--- src/clm_pkg.sv ---
// Constants and state codes for the cache line maintenance unit.
// Assumes a single processor clock; configuration arrives as module parameters.
// Notes on behaviour
// - Write-back flush writes line back, then invalidates
// - Write-back without flush only invalidates, dropping data
// - Match bit invalidates only on address hit
// - Extended address concatenates first and second operand
// - Extended bit used only above 32 address bits
// - Write-back target otherwise is operand sum
// - Write-back ignores the external-cache bit
// - Write-through local invalidate uses first operand only
// - Write-through external request at sum, plus invalidate
// - External bit honoured only on coherent interconnect
// - User-mode data op under MMU raises privilege fault
// - Index is address shifted by line size, masked
// - Dirty flush writes valid words at base plus 4i
// - Matched invalidate finishes in two cycles
// - Flush takes two cycles plus write-back time
// - Data ops ignore data cache enable flag
// - Data op target is always physical
// - Instruction invalidate uses first operand only
// - User-mode instruction invalidate under MMU faults
// - Instruction invalidate ignores instruction cache enable
// - Instruction invalidate virtual only when translating fully
package clm_pkg;

    // ****************************************************************
    // Register map
    // ****************************************************************
    localparam logic [7:0] CLM_MSR_OFS = 8'h00;
    localparam logic [7:0] CLM_ESR_OFS = 8'h04;
    localparam logic [7:0] CLM_STAT_OFS = 8'h08;

    localparam int CLM_MSR_USER_BIT = 0;
    localparam int CLM_MSR_XLATE_BIT = 1;
    localparam int CLM_DCACHE_ENABLE_FLAG_BIT = 2;
    localparam int CLM_ICACHE_ENABLE_FLAG_BIT = 3;
    localparam int CLM_MSR_W = 4;
    localparam logic [CLM_MSR_W-1:0] CLM_MSR_RST = 4'h0;

    localparam int CLM_CAUSE_W = 5;
    localparam logic [CLM_CAUSE_W-1:0] CLM_CAUSE_PRIV = 5'h07;
    localparam logic [CLM_CAUSE_W-1:0] CLM_CAUSE_RST = 5'h00;

    // ****************************************************************
    // Configuration codes
    // ****************************************************************
    localparam int CLM_ICON_ACE = 3;
    localparam int CLM_MMU_VIRTUAL = 3;
    localparam int CLM_NARROW_ADDR = 32;
    localparam int CLM_WORD_BYTES = 4;

    // ****************************************************************
    // Sequencer states
    // ****************************************************************
    typedef enum logic [2:0] {
        CLM_IDLE = 3'h0,
        CLM_LOOK = 3'h1,
        CLM_WB_SEL = 3'h2,
        CLM_WB_DATA = 3'h3,
        CLM_WB_WAIT = 3'h4,
        CLM_EXT_REQ = 3'h5
    } clm_state_e;

endpackage : clm_pkg

--- src/clm_cache_line_ops.sv ---
// Cache line maintenance sequencer for data and instruction cache tags.
// Assumes tag arrays answer a lookup in the same cycle, word data one cycle
// after selection, and memory and external cache accept with ready.
`timescale 1ns/100ps

module clm_cache_line_ops
    import clm_pkg::*;
#(
    parameter int ADDR_W = 32,
    parameter int DC_WORDS = 4,
    parameter int DC_BYTES = 8192,
    parameter int IC_WORDS = 4,
    parameter int IC_BYTES = 8192,
    parameter bit WRITEBACK_CFG = 1'b1,
    parameter int MMU_CFG = 1,
    parameter int ICON_CFG = 3,
    localparam int DC_LOFS = $clog2(DC_WORDS * CLM_WORD_BYTES),
    localparam int DC_IDX_W = $clog2(DC_BYTES) - DC_LOFS,
    localparam int IC_LOFS = $clog2(IC_WORDS * CLM_WORD_BYTES),
    localparam int IC_IDX_W = $clog2(IC_BYTES) - IC_LOFS,
    localparam int WSEL_W = $clog2(DC_WORDS) + 1
) (
    input wire logic REF_CLK,
    input wire logic RSTN,
    // Register port
    input wire logic [7:0] BUS_ADDR,
    input wire logic [31:0] BUS_WDATA,
    input wire logic BUS_WR,
    input wire logic BUS_RD,
    output logic [31:0] BUS_RDATA,
    // Pipeline request
    input wire logic OP_VALID,
    input wire logic OP_ICACHE,
    input wire logic OP_FLUSH,
    input wire logic OP_MATCH,
    input wire logic OP_EA,
    input wire logic OP_EXT,
    input wire logic [31:0] OP_RA,
    input wire logic [31:0] OP_RB,
    input wire logic [ADDR_W-1:0] OP_RA_PHYS,
    output logic OP_READY,
    output logic OP_DONE,
    output logic PRIV_EXC,
    output logic [CLM_CAUSE_W-1:0] EXC_CAUSE,
    // Data cache tag and data array
    output logic DC_LOOKUP,
    output logic DC_TAG_CLR,
    output logic [DC_IDX_W-1:0] DC_IDX,
    input wire logic [ADDR_W-1:0] DC_LINE_ADDR,
    input wire logic DC_DIRTY,
    input wire logic [DC_WORDS-1:0] DC_WORD_VALID,
    output logic [WSEL_W-1:0] DC_WORD_SEL,
    input wire logic [31:0] DC_WORD_DATA,
    // Instruction cache tag array
    output logic IC_TAG_CLR,
    output logic [IC_IDX_W-1:0] IC_IDX,
    // Memory write port
    output logic MEM_WR_VALID,
    output logic [ADDR_W-1:0] MEM_WR_ADDR,
    output logic [31:0] MEM_WR_DATA,
    input wire logic MEM_WR_READY,
    // External coherent cache request
    output logic EXT_REQ_VALID,
    output logic EXT_REQ_FLUSH,
    output logic [ADDR_W-1:0] EXT_REQ_ADDR,
    input wire logic EXT_REQ_READY
);

    // ****************************************************************
    // Helpers
    // ****************************************************************
    localparam logic [ADDR_W-1:0] DC_BASE_MASK = {ADDR_W{1'b1}} << DC_LOFS;
    localparam logic [WSEL_W-1:0] WSEL_LAST = WSEL_W'(DC_WORDS - 1);
    localparam logic [WSEL_W-1:0] WSEL_ONE = WSEL_W'(1);
    localparam logic [ADDR_W-1:0] WORD_STEP = ADDR_W'(CLM_WORD_BYTES);

    function automatic logic [ADDR_W-1:0] line_shift(input logic [ADDR_W-1:0] a, input int sh);
        line_shift = a >> sh;
    endfunction : line_shift

    typedef struct packed {
        clm_state_e st;
        logic ready;
        logic done;
        logic priv_exc;
        logic [CLM_CAUSE_W-1:0] cause;
        logic [CLM_MSR_W-1:0] msr;
        logic [31:0] rdata;
        logic flush;
        logic match;
        logic [ADDR_W-1:0] base;
        logic dc_lookup;
        logic dc_tag_clr;
        logic [DC_IDX_W-1:0] dc_idx;
        logic [DC_WORDS-1:0] wmask;
        logic [WSEL_W-1:0] wsel;
        logic ic_tag_clr;
        logic [IC_IDX_W-1:0] ic_idx;
        logic is_ic;
        logic mem_valid;
        logic [ADDR_W-1:0] mem_addr;
        logic [31:0] mem_data;
        logic ext_valid;
        logic ext_flush;
        logic [ADDR_W-1:0] ext_addr;
    } clm_regs_s;

    clm_regs_s r;
    clm_regs_s next_r;

    // ****************************************************************
    // Operand decode
    // ****************************************************************
    logic [31:0] op_sum;
    logic [63:0] op_wide;
    logic [ADDR_W-1:0] dc_target;
    logic [ADDR_W-1:0] ic_target;
    logic ext_active;
    logic priv_fault;

    always_comb begin
        op_sum = OP_RA + OP_RB;
        // External bit is dropped under write-back or without coherency
        ext_active = OP_EXT && !WRITEBACK_CFG && (ICON_CFG == CLM_ICON_ACE);
        // Target is the operand value itself; translation is never applied
        if (WRITEBACK_CFG && OP_MATCH && OP_EA && (ADDR_W > CLM_NARROW_ADDR)) begin
            op_wide = {OP_RA, OP_RB};
        end else if (WRITEBACK_CFG || ext_active) begin
            op_wide = {32'h0, op_sum};
        end else begin
            op_wide = {32'h0, OP_RA};
        end
        dc_target = op_wide[ADDR_W-1:0];
        // Virtual operand only for full virtual translation while active
        if (MMU_CFG == CLM_MMU_VIRTUAL && r.msr[CLM_MSR_XLATE_BIT]) begin
            ic_target = ADDR_W'(OP_RA);
        end else begin
            ic_target = OP_RA_PHYS;
        end
        priv_fault = (MMU_CFG >= 1) && r.msr[CLM_MSR_USER_BIT];
    end

    // ****************************************************************
    // Sequencer and register port
    // ****************************************************************
    always_comb begin
        next_r = r;
        next_r.done = 1'b0;
        next_r.priv_exc = 1'b0;
        next_r.dc_lookup = 1'b0;
        next_r.dc_tag_clr = 1'b0;
        next_r.ic_tag_clr = 1'b0;

        unique case (r.st)
            CLM_IDLE: begin
                if (OP_VALID) begin
                    if (priv_fault) begin
                        next_r.priv_exc = 1'b1;
                        next_r.cause = CLM_CAUSE_PRIV;
                    end else if (OP_ICACHE) begin
                        next_r.is_ic = 1'b1;
                        next_r.ic_idx = IC_IDX_W'(line_shift(ic_target, IC_LOFS));
                        next_r.st = CLM_LOOK;
                    end else begin
                        // Enable flag in the machine status image is not consulted
                        next_r.is_ic = 1'b0;
                        next_r.flush = OP_FLUSH;
                        next_r.match = OP_MATCH;
                        next_r.base = dc_target & DC_BASE_MASK;
                        next_r.dc_idx = DC_IDX_W'(line_shift(dc_target, DC_LOFS));
                        if (ext_active) begin
                            next_r.ext_valid = 1'b1;
                            next_r.ext_flush = OP_FLUSH;
                            next_r.ext_addr = dc_target;
                            next_r.st = CLM_EXT_REQ;
                        end else begin
                            next_r.dc_lookup = 1'b1;
                            next_r.st = CLM_LOOK;
                        end
                    end
                end
            end
            CLM_LOOK: begin
                if (r.is_ic) begin
                    next_r.ic_tag_clr = 1'b1;
                    next_r.done = 1'b1;
                    next_r.st = CLM_IDLE;
                end else if (r.flush && DC_DIRTY) begin
                    // Flush wins if software breaks the flush/match exclusion
                    next_r.wmask = DC_WORD_VALID;
                    next_r.wsel = '0;
                    next_r.st = CLM_WB_SEL;
                end else begin
                    // Two-cycle finish for clean flush, plain and matched invalidate
                    next_r.dc_tag_clr = !(WRITEBACK_CFG && r.match) || (DC_LINE_ADDR == r.base);
                    next_r.done = 1'b1;
                    next_r.st = CLM_IDLE;
                end
            end
            CLM_WB_SEL: begin
                if (r.wmask[r.wsel[WSEL_W-2:0]]) begin
                    next_r.st = CLM_WB_DATA;
                end else if (r.wsel == WSEL_LAST) begin
                    next_r.dc_tag_clr = 1'b1;
                    next_r.done = 1'b1;
                    next_r.st = CLM_IDLE;
                end else begin
                    next_r.wsel = r.wsel + WSEL_ONE;
                end
            end
            CLM_WB_DATA: begin
                next_r.mem_valid = 1'b1;
                next_r.mem_addr = r.base + ADDR_W'(r.wsel) * WORD_STEP;
                next_r.mem_data = DC_WORD_DATA;
                next_r.st = CLM_WB_WAIT;
            end
            CLM_WB_WAIT: begin
                if (MEM_WR_READY) begin
                    next_r.mem_valid = 1'b0;
                    next_r.wmask[r.wsel[WSEL_W-2:0]] = 1'b0;
                    if (r.wsel == WSEL_LAST) begin
                        next_r.dc_tag_clr = 1'b1;
                        next_r.done = 1'b1;
                        next_r.st = CLM_IDLE;
                    end else begin
                        next_r.wsel = r.wsel + WSEL_ONE;
                        next_r.st = CLM_WB_SEL;
                    end
                end
            end
            CLM_EXT_REQ: begin
                if (EXT_REQ_READY) begin
                    next_r.ext_valid = 1'b0;
                    next_r.dc_tag_clr = 1'b1;
                    next_r.done = 1'b1;
                    next_r.st = CLM_IDLE;
                end
            end
            default: begin
                next_r.st = CLM_IDLE;
                next_r.mem_valid = 1'b0;
                next_r.ext_valid = 1'b0;
            end
        endcase
        next_r.ready = (next_r.st == CLM_IDLE);

        // Register port: read data stands the cycle after the strobe
        next_r.rdata = 32'h0;
        if (BUS_WR && BUS_ADDR == CLM_MSR_OFS) begin
            next_r.msr = BUS_WDATA[CLM_MSR_W-1:0];
        end
        if (BUS_RD) begin
            unique case (BUS_ADDR)
                CLM_MSR_OFS: next_r.rdata = 32'(r.msr);
                CLM_ESR_OFS: next_r.rdata = 32'(r.cause);
                CLM_STAT_OFS: next_r.rdata = {31'h0, !r.ready};
                default: next_r.rdata = 32'h0;
            endcase
        end
    end

    always_ff @(posedge REF_CLK) begin
        if (!RSTN) begin
            r <= '0;
            r.st <= CLM_IDLE;
            r.ready <= 1'b1;
            r.msr <= CLM_MSR_RST;
            r.cause <= CLM_CAUSE_RST;
        end else begin
            r <= next_r;
        end
    end

    // ****************************************************************
    // Outputs
    // ****************************************************************
    assign BUS_RDATA = r.rdata;
    assign OP_READY = r.ready;
    assign OP_DONE = r.done;
    assign PRIV_EXC = r.priv_exc;
    assign EXC_CAUSE = r.cause;
    assign DC_LOOKUP = r.dc_lookup;
    assign DC_TAG_CLR = r.dc_tag_clr;
    assign DC_IDX = r.dc_idx;
    assign DC_WORD_SEL = r.wsel;
    assign IC_TAG_CLR = r.ic_tag_clr;
    assign IC_IDX = r.ic_idx;
    assign MEM_WR_VALID = r.mem_valid;
    assign MEM_WR_ADDR = r.mem_addr;
    assign MEM_WR_DATA = r.mem_data;
    assign EXT_REQ_VALID = r.ext_valid;
    assign EXT_REQ_FLUSH = r.ext_flush;
    assign EXT_REQ_ADDR = r.ext_addr;

    logic take;
    assign take = OP_VALID && r.ready;
endmodule : clm_cache_line_ops

--- config.mk ---
export PLATFORM = sky130hd
export DESIGN_NAME = clm_cache_line_ops
export DESIGN_NICKNAME = d
export VERILOG_FILES = /design/src/clm_pkg.sv /design/src/clm_cache_line_ops.sv
export SDC_FILE = /design/constraint.sdc
export NUM_CORES = 1
export LEC_CHECK = 0
export BUFFER_PORTS_ARGS = -buffer_cell sky130_fd_sc_hd__buf_2
export CAP_MARGIN = 20
export CORE_MARGIN = 2
export CORE_UTILIZATION = 35
export DETAILED_ROUTE_END_ITERATION = 8
export SLEW_MARGIN = 20
export SYNTH_ARGS = -nofsm -noshare
export SYNTH_HDL_FRONTEND = slang
export SYNTH_SLANG_ARGS = --single-unit
--- constraint.sdc ---
create_clock -name REF_CLK -period 3 [get_ports REF_CLK]
set_input_delay 0.15 -clock REF_CLK [delete_from_list [all_inputs] [get_ports REF_CLK]]
set_output_delay 0.15 -clock REF_CLK [all_outputs]
set_load 0.02 [all_outputs]
==> metrics.md, run 1 <==
| Metric | Value |
|---|---|
| Fin. Hold Viols | `0` |
| Final WL | `20900 µm` |
| Pre-CTS WS | `0.505 ns` |
| Cell taking the most area after synthesis | `dfxtp_1` |
| Per-cell routed wire length | `14.1 µm` |
| Ys flop type | `dfxtp_1` |
| First-pass GRT wire length | `32700 µm` |
| Actual slew at the worst max-slew pin | `0.784 ns` |
| Setup ws final | `0.777 ns` |
| CP Max Fanout | `21` |
| Mux cell area share after synthesis | `2.04%` |
| Tot GR Track Use | `17.1%` |
| DP HPWL | `16100 µm` |
| Syn avg cell area | `8.19 µm²` |
| Number of remaining DRC errors | `0` |
| Cell count after synthesis | `974` |
| CTS Root Cell | `clkbuf_16` |
| CP Capture Type | `register` |
| Post-route antenna net violation count | `0` |
| Fillers | `2288` |
| Post-Synth Adder-Cell Area | `5.80%` |
| CTS tree | `done` |
| EDFF count, synth | `0` |
| Initial DRC count | `337` |
| Clock period minus worst slack | `2.22 ns` |
| PwrDens | `492 nW/µm²` |
| Die X | `155 µm` |
| Xor/xnor cell area share of the yosys netlist | `8.01%` |
| GP Congestion | `0.852` |
| Vias in the first global route | `6399` |
| Most common cell after layout, fill and taps aside | `buf_2` |
| Die ar. | `24000 µm²` |
| Required time at the worst-slack endpoint | `3.36 ns` |
| Layout cells sized above 1 | `26.7%` |
| Synthesized area | `7980 µm²` |
| DR vias | `6849` |
| Critical path startpoint category | `register` |
| Leak pwr | `4.56 nW` |
| Top Layer Used | `met4` |
| Core Box Area | `22500 µm²` |
| Area of the multi-input gates | `4290 µm²` |
| Synth Area in Compound Gates | `17.1%` |
| Synth Register Bits | `128` |
| Max-cap check violation count | `0` |
| Peak Freq | `0.450 GHz` |
| Hold Path Stages | `3` |
| Die Ht | `155 µm` |
| Most frequent cells in the layout | `260 x buf_2, 132 x nand2_1, 128 x dfxtp_1` |
| Synth Warn # | `0` |
| Initial antenna violation count | `2` |
| Worst hold start | `DC_WORD_DATA[0]` |
| Worst Reg-to-Reg Cells | `8` |
| Wire length on met3 | `1310 µm` |
| R2r setup slk | `0.78 ns` |
| Largest family of logic cells by synthesized area | `simple AND/OR/NAND/NOR gates` |
| Worst EP arrival | `2.58 ns` |
| Count of cell types in the netlist | `66` |
| Worst-Skew Late Latency | `0.41 ns` |
| Sequential cell area fraction in the yosys report | `32.1%` |
| Pin count of the biggest net entering global routing | `75` |
| TritonCTS Buffers | `17` |
| Met2 wire length | `9740 µm` |
| Main area contributors after synthesis | `dfxtp_1 32%, buf_4 15%, nand2_1 6.2%` |
| Fin crit share | `74.1%` |
| Max Slew Vio Count | `0` |
| Worst clock skew | `0.0112 ns` |
| Buffers on Ports | `260` |
| Setup violators final | `0` |
| Clock Path Buffers | `2` |
| TritonCTS Sinks | `128` |
| FF/Latch Area | `2560 µm²` |
| Hold Path End | `MEM_WR_DATA[0]$_SDFFE_PN0P_` |
| Drt pass-1 iters | `4` |
| # rows | `55` |
| Fin area | `9800 µm²` |
| Ys async rst share | `0%` |
| Setup total negative slack | `0 ns` |
| Global route overflow | `0` |
| Pwr Total | `4.82 mW` |
| NumNets Final | `1439` |
| Relative slew slack | `47.7%` |
| Syn-to-layout area delta | `22.8%` |
| CTS clk-pin slew, worst paths | `0.06 ns` |
| Metal-1 WL | `9530 µm` |
| Synth Area in Simple Gates | `17.6%` |
| Status | `finished, final reports clean` |
| CTS resizes | `0` |
| I/O pin count | `380` |
| Reg-to-Reg Start | `r[206]$_SDFF_PN0_` |
| RSZ-0062 raised after global routing | `no` |
| Crit Path Category | `register to register` |
| Top cell type's share of synthesized area | `32.1%` |
| Vias/cell | `4.62` |
| Initial core utilization | `35.5%` |
| H-tree depth | `4` |
| Worst hold path type | `primary input to register` |
| Peak VDD IR | `0.000328 V` |
| RR Endpoint | `r[154]$_SDFFE_PN0P_` |
| Cell Area, Placed | `8650 µm²` |
==> worst max-delay path by stage <==
| stage | start | end | cells past startpoint |
|---|---|---|---|
| floorplan | OP_RA[4] | r[153]$_SDFFE_PN0P_ | 9 |
| global placement | OP_RA[4] | r[153]$_SDFFE_PN0P_ | 10 |
| detailed placement | OP_RA[4] | r[153]$_SDFFE_PN0P_ | 10 |
| CTS | r[206]$_SDFF_PN0_ | r[154]$_SDFFE_PN0P_ | 8 |
| global route | r[206]$_SDFF_PN0_ | r[154]$_SDFFE_PN0P_ | 8 |
| finish | r[206]$_SDFF_PN0_ | r[154]$_SDFFE_PN0P_ | 8 |
==> sequential cells by signal, indices dropped and copies added (netlist names), 3 cells and up <==
signal / flops
r: 33
MEM_WR_DATA: 32
MEM_WR_ADDR: 30
IC_IDX: 9
DC_IDX: 8
BUS_RDATA: 4
DC_WORD_SEL: 3
==> metal layers <==
metal | vias to the layer above | GRT usage, %
met4 | 0 | 5.34
met3 | 25 | 3.57
met5 | - | 0
met2 | 228 | 28.6
li1 | 3551 | -
met1 | 3045 | 22.1
==> cells by family after synthesis <==
kind of cell / Yosys count
buf+inv: 211
mux: 15
flops: 128
other cells: 1
fa+ha+maj: 37
xor+xnor: 73
compound gates: 205
simple gates: 304
==> cell usage after synthesis, types with 17 or more instances <==
master,n
ha_1,37
inv_1,17
a21oi_1,76
xor2_1,49
buf_4,156
nand3_1,18
o21ai_0,31
xnor2_1,24
clkbuf_1,34
nor2_1,74
dfxtp_1,128
nand2_1,132
a211oi_1,31
==> worst max-delay path: stages, from the launching register on <==
cell and delay, ns:
dfxtp_1 0.50, nor4b_1 0.55, nand2b_1 0.10, nor2_1 0.17, nand2_1 0.10, inv_1 0.31, nand2_1 0.09, a311oi_1 0.20
a221o_1 0.14
==> report_power, final <==
| group | internal [mW] | switching (mW) |
|---|---|---|
| combinational | 0.335 | 0.430 |
| sequential | 1.74 | 0.0681 |
| clock | 1.47 | 0.770 |
| total | 3.55 | 1.27 |
==> timing repair <==
item,4_1_cts,5_1_grt
setup buffers,0,0
hold buffers,50,0
endpoints found under the hold margin,50,0
==> area by class of cell <==
class                           instances  area share (%)
Sequential cell                       128            26.2
Clock buffer                           18            4.38
Timing Repair Buffer                  320            19.2
Clock inverter                         13            2.17
Antenna cell                            2          0.0511
Inverter                               18           0.690
Tap cell                              285            3.64
Multi-Input combinational cell        700            43.8
==> through the flow <==
stage / cells / hold WS [ns] / utilization, %
after global routing: 1484 / 0.00503 / 43.5
after floorplan: 1039 / 0.226 / -
after global placement: 1401 / 0.363 / 38.4
after detailed placement: 1401 / 0.368 / 38.4
final: 1484 / 0.0187 / 43.5
after CTS: 1482 / 0.00212 / 43.5
(Power assumes the default switching activity.)
==> inputs of run 2 (changes only) <==
==> constraint.sdc (replaced) <==
create_clock -name REF_CLK -period 2.3 [get_ports REF_CLK]
set_input_delay 0.115 -clock REF_CLK [delete_from_list [all_inputs] [get_ports REF_CLK]]
set_output_delay 0.115 -clock REF_CLK [all_outputs]
set_load 0.02 [all_outputs]
==> run 2 against run 1 <==
Net effect: final area rose by 4.3%; sequential share of layout area down 1.1 points; routed wire length rose by 1.9%; critical endpoint is now MEM_WR_ADDR[27]$_SDFFE_PN0P_; highest routed layer unchanged; largest power group unchanged.
==> metrics.md, run 2 (same netlist as run 1, synthesis figures left out) <==
| Metric | Value |
|---|---|
| Status | `finished, final reports clean` |
| TritonCTS Sinks | `128 (unchanged)` |
| RR Endpoint | `MEM_WR_ADDR[27]$_SDFFE_PN0P_` |
| CP top delay family | `simple AND/OR/NAND/NOR gates` |
| First-pass GRT wire length | `33500 µm (+2.2%)` |
| Fin area | `10200 µm² (+4.3%)` |
| Top Layer Used | `met4` |
| Peak Freq | `0.474 GHz (+5.3%)` |
| H-tree depth | `4 (unchanged)` |
| Per-cell routed wire length | `13.9 µm (-1.4%)` |
| Initial antenna violation count | `1 (-1)` |
| Cell Area, Placed | `8990 µm² (+4.0%)` |
| Most frequent cells in the layout | `260 x buf_2, 132 x nand2_1, 128 x dfxtp_1` |
| Critical path startpoint category | `register` |
| Worst clock skew | `0.00814 ns (-0.00307 ns)` |
| CP peak stage delay | `0.46 ns (-0.09 ns)` |
| Die Ht | `155 µm (unchanged)` |
| DR vias | `7081 (+3.4%)` |
| Number of remaining DRC errors | `0 (unchanged)` |
| Pin count of the biggest net entering global routing | `73 (-2.7%)` |
| # rows | `55 (unchanged)` |
| Fin crit share | `91.8% (+18 points)` |
| CP Capture Type | `register` |
| Worst path depth | `8 (unchanged)` |
| Crit Path Category | `register to register` |
| GP Congestion | `0.835 (-2.0%)` |
| Required time at the worst-slack endpoint | `2.63 ns (-0.73 ns)` |
| RSZ-0062 raised after global routing | `no` |
| Final WL | `21300 µm (+1.9%)` |
| Vias/cell | `4.62 (about the same)` |
| Drt pass-1 iters | `4 (unchanged)` |
| Max-cap check violation count | `0 (unchanged)` |
| Core Box Area | `22500 µm² (unchanged)` |
| Pwr Total | `6.30 mW (+31%)` |
| CTS tree | `done` |
| Layout cells sized above 1 | `29.5% (+2.8 points)` |
| Global route overflow | `0 (unchanged)` |
| DP HPWL | `16500 µm (+2.4%)` |
| Relative slew slack | `48.9% (+1.2 points)` |
| Setup violators final | `0 (unchanged)` |
| Die ar. | `24000 µm² (unchanged)` |
| Worst-Skew Late Latency | `0.42 ns (about the same)` |
| CP Max Fanout | `5 (-76%)` |
| I/O pin count | `380 (unchanged)` |
| Crit path max-delay cell type | `dfxtp_1` |
| Vias in the first global route | `6579 (+2.8%)` |
| Initial DRC count | `314 (-6.8%)` |
| Tot GR Track Use | `17.5% (+0.34 points)` |
| R2r setup slk | `0.19 ns (-0.59 ns)` |
| Wire length on met3 | `1300 µm (-0.99%)` |
| Peak VDD IR | `0.000414 V (+26%)` |
| Number of flip-flops in the largest register | `33 (unchanged)` |
| Buf/Inv on CP | `0 (-1)` |
| Clock period minus worst slack | `2.11 ns (-0.112 ns)` |
| Crit path top cell by count | `and3_1` |
| Reg-to-Reg Start | `DC_IDX[4]$_SDFFE_PN0P_` |
| Post-route antenna net violation count | `0 (unchanged)` |
| Most common cell after layout, fill and taps aside | `buf_2` |
| Largest Register | `r` |
| Initial core utilization | `35.5% (unchanged)` |
| TritonCTS Buffers | `17 (unchanged)` |
| Actual slew at the worst max-slew pin | `0.766 ns (-0.0180 ns)` |
| Worst EP arrival | `2.44 ns (-0.14 ns)` |
| Worst hold path type | `primary input to register` |
| Syn-to-layout area delta | `28.0%` |
| CTS Root Cell | `clkbuf_16` |
| Fin. Hold Viols | `0 (unchanged)` |
| Buffers on Ports | `260 (unchanged)` |
| PwrDens | `617 nW/µm² (+25%)` |
| Clock Path Buffers | `2 (unchanged)` |
| CTS clk-pin slew, worst paths | `0.06 ns (about the same)` |
| Critical Path Start | `DC_IDX[4]$_SDFFE_PN0P_` |
| Metal-1 WL | `9830 µm (+3.2%)` |
| Crit-path cells | `and3_1 -> and3_1 -> and2_4 -> nand4_4 -> nor3_4 -> nand3_1 -> xor2_1 -> a211oi_1` |
| Met2 wire length | `9840 µm (+1.0%)` |
| Worst Reg-to-Reg Cells | `8 (unchanged)` |
| Die X | `155 µm (unchanged)` |
| Worst Setup EP | `MEM_WR_ADDR[27]$_SDFFE_PN0P_` |
| NumNets Final | `1489 (+3.5%)` |
| Max Slew Vio Count | `0 (unchanged)` |
| Leak pwr | `4.82 nW (+5.8%)` |
## run 2: where the power goes
part / total, mW / leakage, nW / switching [mW] / internal, mW
combinational: 1.13 / 3.49 / 0.620 / 0.511
clock: 2.84 / 0.296 / 1.00 / 1.84
sequential: 2.33 / 1.04 / 0.0518 / 2.27
total: 6.30 / 4.82 / 1.67 / 4.63
## run 2: repair_timing
| action | CTS | global route |
|---|---|---|
| hold endpoints to repair | 54 | 0 |
| buffers inserted | 0 | 0 |
| setup endpoints to repair | 0 | 7 |
| hold buffers | 56 | 0 |
| gates resized for setup | 0 | 4 |
## run 2: layout make-up
| class | instances | area, µm² |
|---|---|---|
| diodes | 1 | 2.50 |
| flip-flops and latches | 128 | 2560 |
| well taps | 285 | 357 |
| repair buffers | 370 | 2280 |
| fillers | 2233 | 12300 |
| inverters | 18 | 67.6 |
| multi-input cells | 700 | 4320 |
| clock buffers | 19 | 443 |
| clock inverters | 13 | 186 |
## run 2: stage by stage
| step | utilization [%] | instances | hold WS, ns | worst slack [ns] | TNS [ns] |
|---|---|---|---|---|---|
| after floorplan | - | 1039 | 0.191 | 0.150 | 0 |
| after global placement | 40.0 | 1445 | 0.325 | -0.0114 | -0.0114 |
| after detailed placement | 40.0 | 1445 | 0.328 | -0.0445 | -0.0483 |
| after CTS | 45.3 | 1533 | 0.000623 | 0.0741 | 0 |
| after global routing | 45.4 | 1534 | 0.0372 | 0.00734 | 0 |
| final | 45.4 | 1534 | 0.0461 | 0.189 | 0 |
## run 2: how the worst min path moves through the flow
stage	from	end	cells past startpoint
floorplan	BUS_ADDR[2]	BUS_RDATA[3]$_SDFF_PN0_	1
global placement	OP_FLUSH	r[161]$_SDFFE_PN0P_	2
detailed placement	OP_FLUSH	r[161]$_SDFFE_PN0P_	2
CTS	BUS_ADDR[3]	BUS_RDATA[1]$_SDFF_PN0_	3
global route	BUS_ADDR[3]	BUS_RDATA[1]$_SDFF_PN0_	3
finish	BUS_ADDR[3]	BUS_RDATA[1]$_SDFF_PN0_	3
## run 2: per-layer routing
metal	vias to the layer above	global-route usage, %
met5	-	0
li1	3647	-
met2	222	28.6
met1	3189	22.9
met4	0	5.78
met3	23	3.65
## run 2: worst register-to-register path, cell delays in order, from the launching register on
cell and delay, ns:
dfxtp_1 0.46, and3_1 0.23, and3_1 0.21, and2_4 0.19, nand4_4 0.15, nor3_4 0.29, nand3_1 0.13, xor2_1 0.16
a211oi_1 0.22
==> inputs of run 3 (changes only) <==
--- a/config.mk
+++ b/config.mk
@@ -10,6 +10,7 @@
 export CORE_MARGIN = 2
 export CORE_UTILIZATION = 35
 export DETAILED_ROUTE_END_ITERATION = 8
+export RECOVER_POWER = 100
 export SLEW_MARGIN = 20
 export SYNTH_ARGS = -nofsm -noshare
 export SYNTH_HDL_FRONTEND = slang
==> run 3 against run 2 <==
Net effect: first-iteration DRC count is 11% higher; final area shrank 1.5%; register-to-register slack is essentially flat; combinational power hardly changed; clock power hardly changed.
==> metrics.md, run 3 (same netlist as run 1, synthesis figures left out) <==
| Metric | Value |
|---|---|
| Die Ht | `155 µm (unchanged)` |
| Number of remaining DRC errors | `0 (unchanged)` |
| Switching pwr | `1.67 mW (about the same)` |
| Tot GR Track Use | `17.5% (unchanged)` |
| Pre-CTS WS | `-0.0445 ns (unchanged)` |
| Critical path startpoint category | `register` |
| Worst-Skew Late Latency | `0.42 ns (about the same)` |
| Internal power | `4.62 mW (-0.20%)` |
| Postcts setup bufs | `0 (unchanged)` |
| Layout cells sized above 1 | `21.5% (-8.0 points)` |
| Clock Path Buffers | `2 (unchanged)` |
| TritonCTS Sinks | `128 (unchanged)` |
| DR vias | `7076 (-0.071%)` |
| CTS Root Cell | `clkbuf_16` |
| Core Box Area | `22500 µm² (unchanged)` |
| Fin. Hold Viols | `0 (unchanged)` |
| Layout Cells excl Fill | `1534 (unchanged)` |
| Syn-to-layout area delta | `26.1%` |
| Post-route antenna net violation count | `0 (unchanged)` |
| NumNets Final | `1489 (unchanged)` |
| FF/Latch Area | `2560 µm² (unchanged)` |
| Drt pass-1 iters | `5 (+1)` |
| Setup violators final | `0 (unchanged)` |
| Most frequent cells in the layout | `164 x buf_2, 132 x nand2_1, 128 x dfxtp_1` |
| Logic pwr share | `17.8% (-0.2 points)` |
| First-pass GRT wire length | `33500 µm (unchanged)` |
| Max-cap check violation count | `0 (unchanged)` |
| Status | `finished, final reports clean` |
| Initial core utilization | `35.5% (unchanged)` |
| Peak VDD IR | `0.000413 V (-0.22%)` |
| Pin count of the biggest net entering global routing | `73 (unchanged)` |
| Fillers | `2297 (+2.9%)` |
| Peak Freq | `0.473 GHz (-0.16%)` |
| H-tree depth | `4 (unchanged)` |
| Vias/cell | `4.61 (about the same)` |
| Setup ws final | `0.185 ns (-0.00334 ns)` |
| CTS clk-pin slew, worst paths | `0.06 ns (about the same)` |
| DP Cell Count | `1445 (unchanged)` |
| Worst EP arrival | `2.44 ns (about the same)` |
| Required time at the worst-slack endpoint | `2.63 ns (about the same)` |
| Switching share of power | `26.6% (about the same)` |
| PwrDens | `625 nW/µm² (+1.3%)` |
| Fin crit share | `91.9% (+0.15 points)` |
| Per-cell routed wire length | `13.9 µm (+0.18%)` |
| Buffers on Ports | `260 (unchanged)` |
| # rows | `55 (unchanged)` |
| Relative slew slack | `39.2% (-9.7 points)` |
| CP Capture Type | `register` |
| CP Max Fanout | `5 (unchanged)` |
| Vias in the first global route | `6579 (unchanged)` |
| Initial antenna violation count | `1 (unchanged)` |
| Clock power share | `45.2% (about the same)` |
| Sequential power share | `37.0% (about the same)` |
| Max Slew Vio Count | `0 (unchanged)` |
| Global route overflow | `0 (unchanged)` |
| CTS tree | `done` |
| Most common cell after layout, fill and taps aside | `buf_2` |
| TritonCTS Buffers | `17 (unchanged)` |
| Leak pwr | `4.39 nW (-9.0%)` |
| Die X | `155 µm (unchanged)` |
| Actual slew at the worst max-slew pin | `0.908 ns (+0.142 ns)` |
| GP Congestion | `0.835 (unchanged)` |
| I/O pin count | `380 (unchanged)` |
| Final cell utilization of the core | `44.7% (-0.67 points)` |
| Clock period minus worst slack | `2.11 ns (+0.00334 ns)` |
| Worst clock skew | `0.00783 ns (-0.000308 ns)` |
| RSZ-0062 raised after global routing | `no` |
| Final WL | `21400 µm (+0.18%)` |
| Crit Path Category | `register to register` |
| Worst hold path type | `primary input to register` |
| Number of flip-flops in the largest register | `33 (unchanged)` |
| Area of the multi-input gates | `4310 µm² (-0.15%)` |
| Die ar. | `24000 µm² (unchanged)` |
| DP HPWL | `16500 µm (unchanged)` |
| Largest Register | `r` |
| Initial DRC count | `350 (+11%)` |
-- run 3: cell types whose count changed in the layout (fill, tap and decap cells not counted), sizes merged --
cell	before	now
buf	314	213
clkbuf	19	120
-- run 3: power by group through the flow --
stage                     Clock, mW  Sequential, mW  Combinational, mW
after CTS                      2.92            2.33               1.13
final                          2.84            2.33               1.12
after global placement            0            2.37               1.05
after global routing           3.01            2.33               1.24
after floorplan                   0            2.38              0.747
after detailed placement          0            2.37               1.05
-- run 3: layout make-up --
| class | instances | area share [%] |
|---|---|---|
| Clock inverter | 13 | 1.85 |
| Inverter | 18 | 0.671 |
| Multi-Input combinational cell | 700 | 42.8 |
| Clock buffer | 19 | 4.40 |
| Antenna cell | 1 | 0.0249 |
| Timing Repair Buffer | 370 | 21.2 |
| Tap cell | 285 | 3.54 |
| Sequential cell | 128 | 25.5 |
-- run 3: worst paths after layout --
check                                                   from                           end  slack, ns  cells past startpoint
worst max-delay path                  DC_IDX[4]$_SDFFE_PN0P_  MEM_WR_ADDR[27]$_SDFFE_PN0P_       0.19                      8
worst min-delay path                             BUS_ADDR[3]       BUS_RDATA[1]$_SDFF_PN0_       0.04                      3
worst max register to register        DC_IDX[4]$_SDFFE_PN0P_  MEM_WR_ADDR[27]$_SDFFE_PN0P_       0.19                      8
worst min register to register  MEM_WR_DATA[15]$_SDFFE_PN0P_  MEM_WR_DATA[15]$_SDFFE_PN0P_       0.45                      2
-- run 3: critical path, cell delays in order, from the launching register on --
cell      delay (ns)
dfxtp_1         0.46
and3_1          0.23
and3_1          0.21
and2_4          0.19
nand4_4         0.15
nor3_4          0.29
nand3_1         0.13
xor2_1          0.16
a211oi_1        0.21
-- run 3: routing by layer --
layer	track usage, %	routed length [µm]	vias to the layer above
met5	0	0	-
met4	5.78	341	0
met3	3.65	1350	23
met2	28.6	9810	229
met1	22.9	9860	3174
li1	-	-	3650
-- run 3: timing repair --
| action | in CTS | in global routing |
|---|---|---|
| hold buffers | 56 | 0 |
| hold endpoints to repair | 54 | 0 |
| setup endpoints to repair | 0 | 7 |
| gates resized for setup | 0 | 4 |
-- run 3: metrics by stage --
step                      instance area (µm²)  power [mW]  TNS [ns]  hold slack [ns]
after detailed placement                 8990        3.42   -0.0483            0.328
after floorplan                          8230        3.12         0            0.191
after CTS                               10200        6.38         0         0.000623
after global placement                   8990        3.42   -0.0114            0.325
after global routing                    10100        6.58         0           0.0372
final                                   10100        6.29         0           0.0426
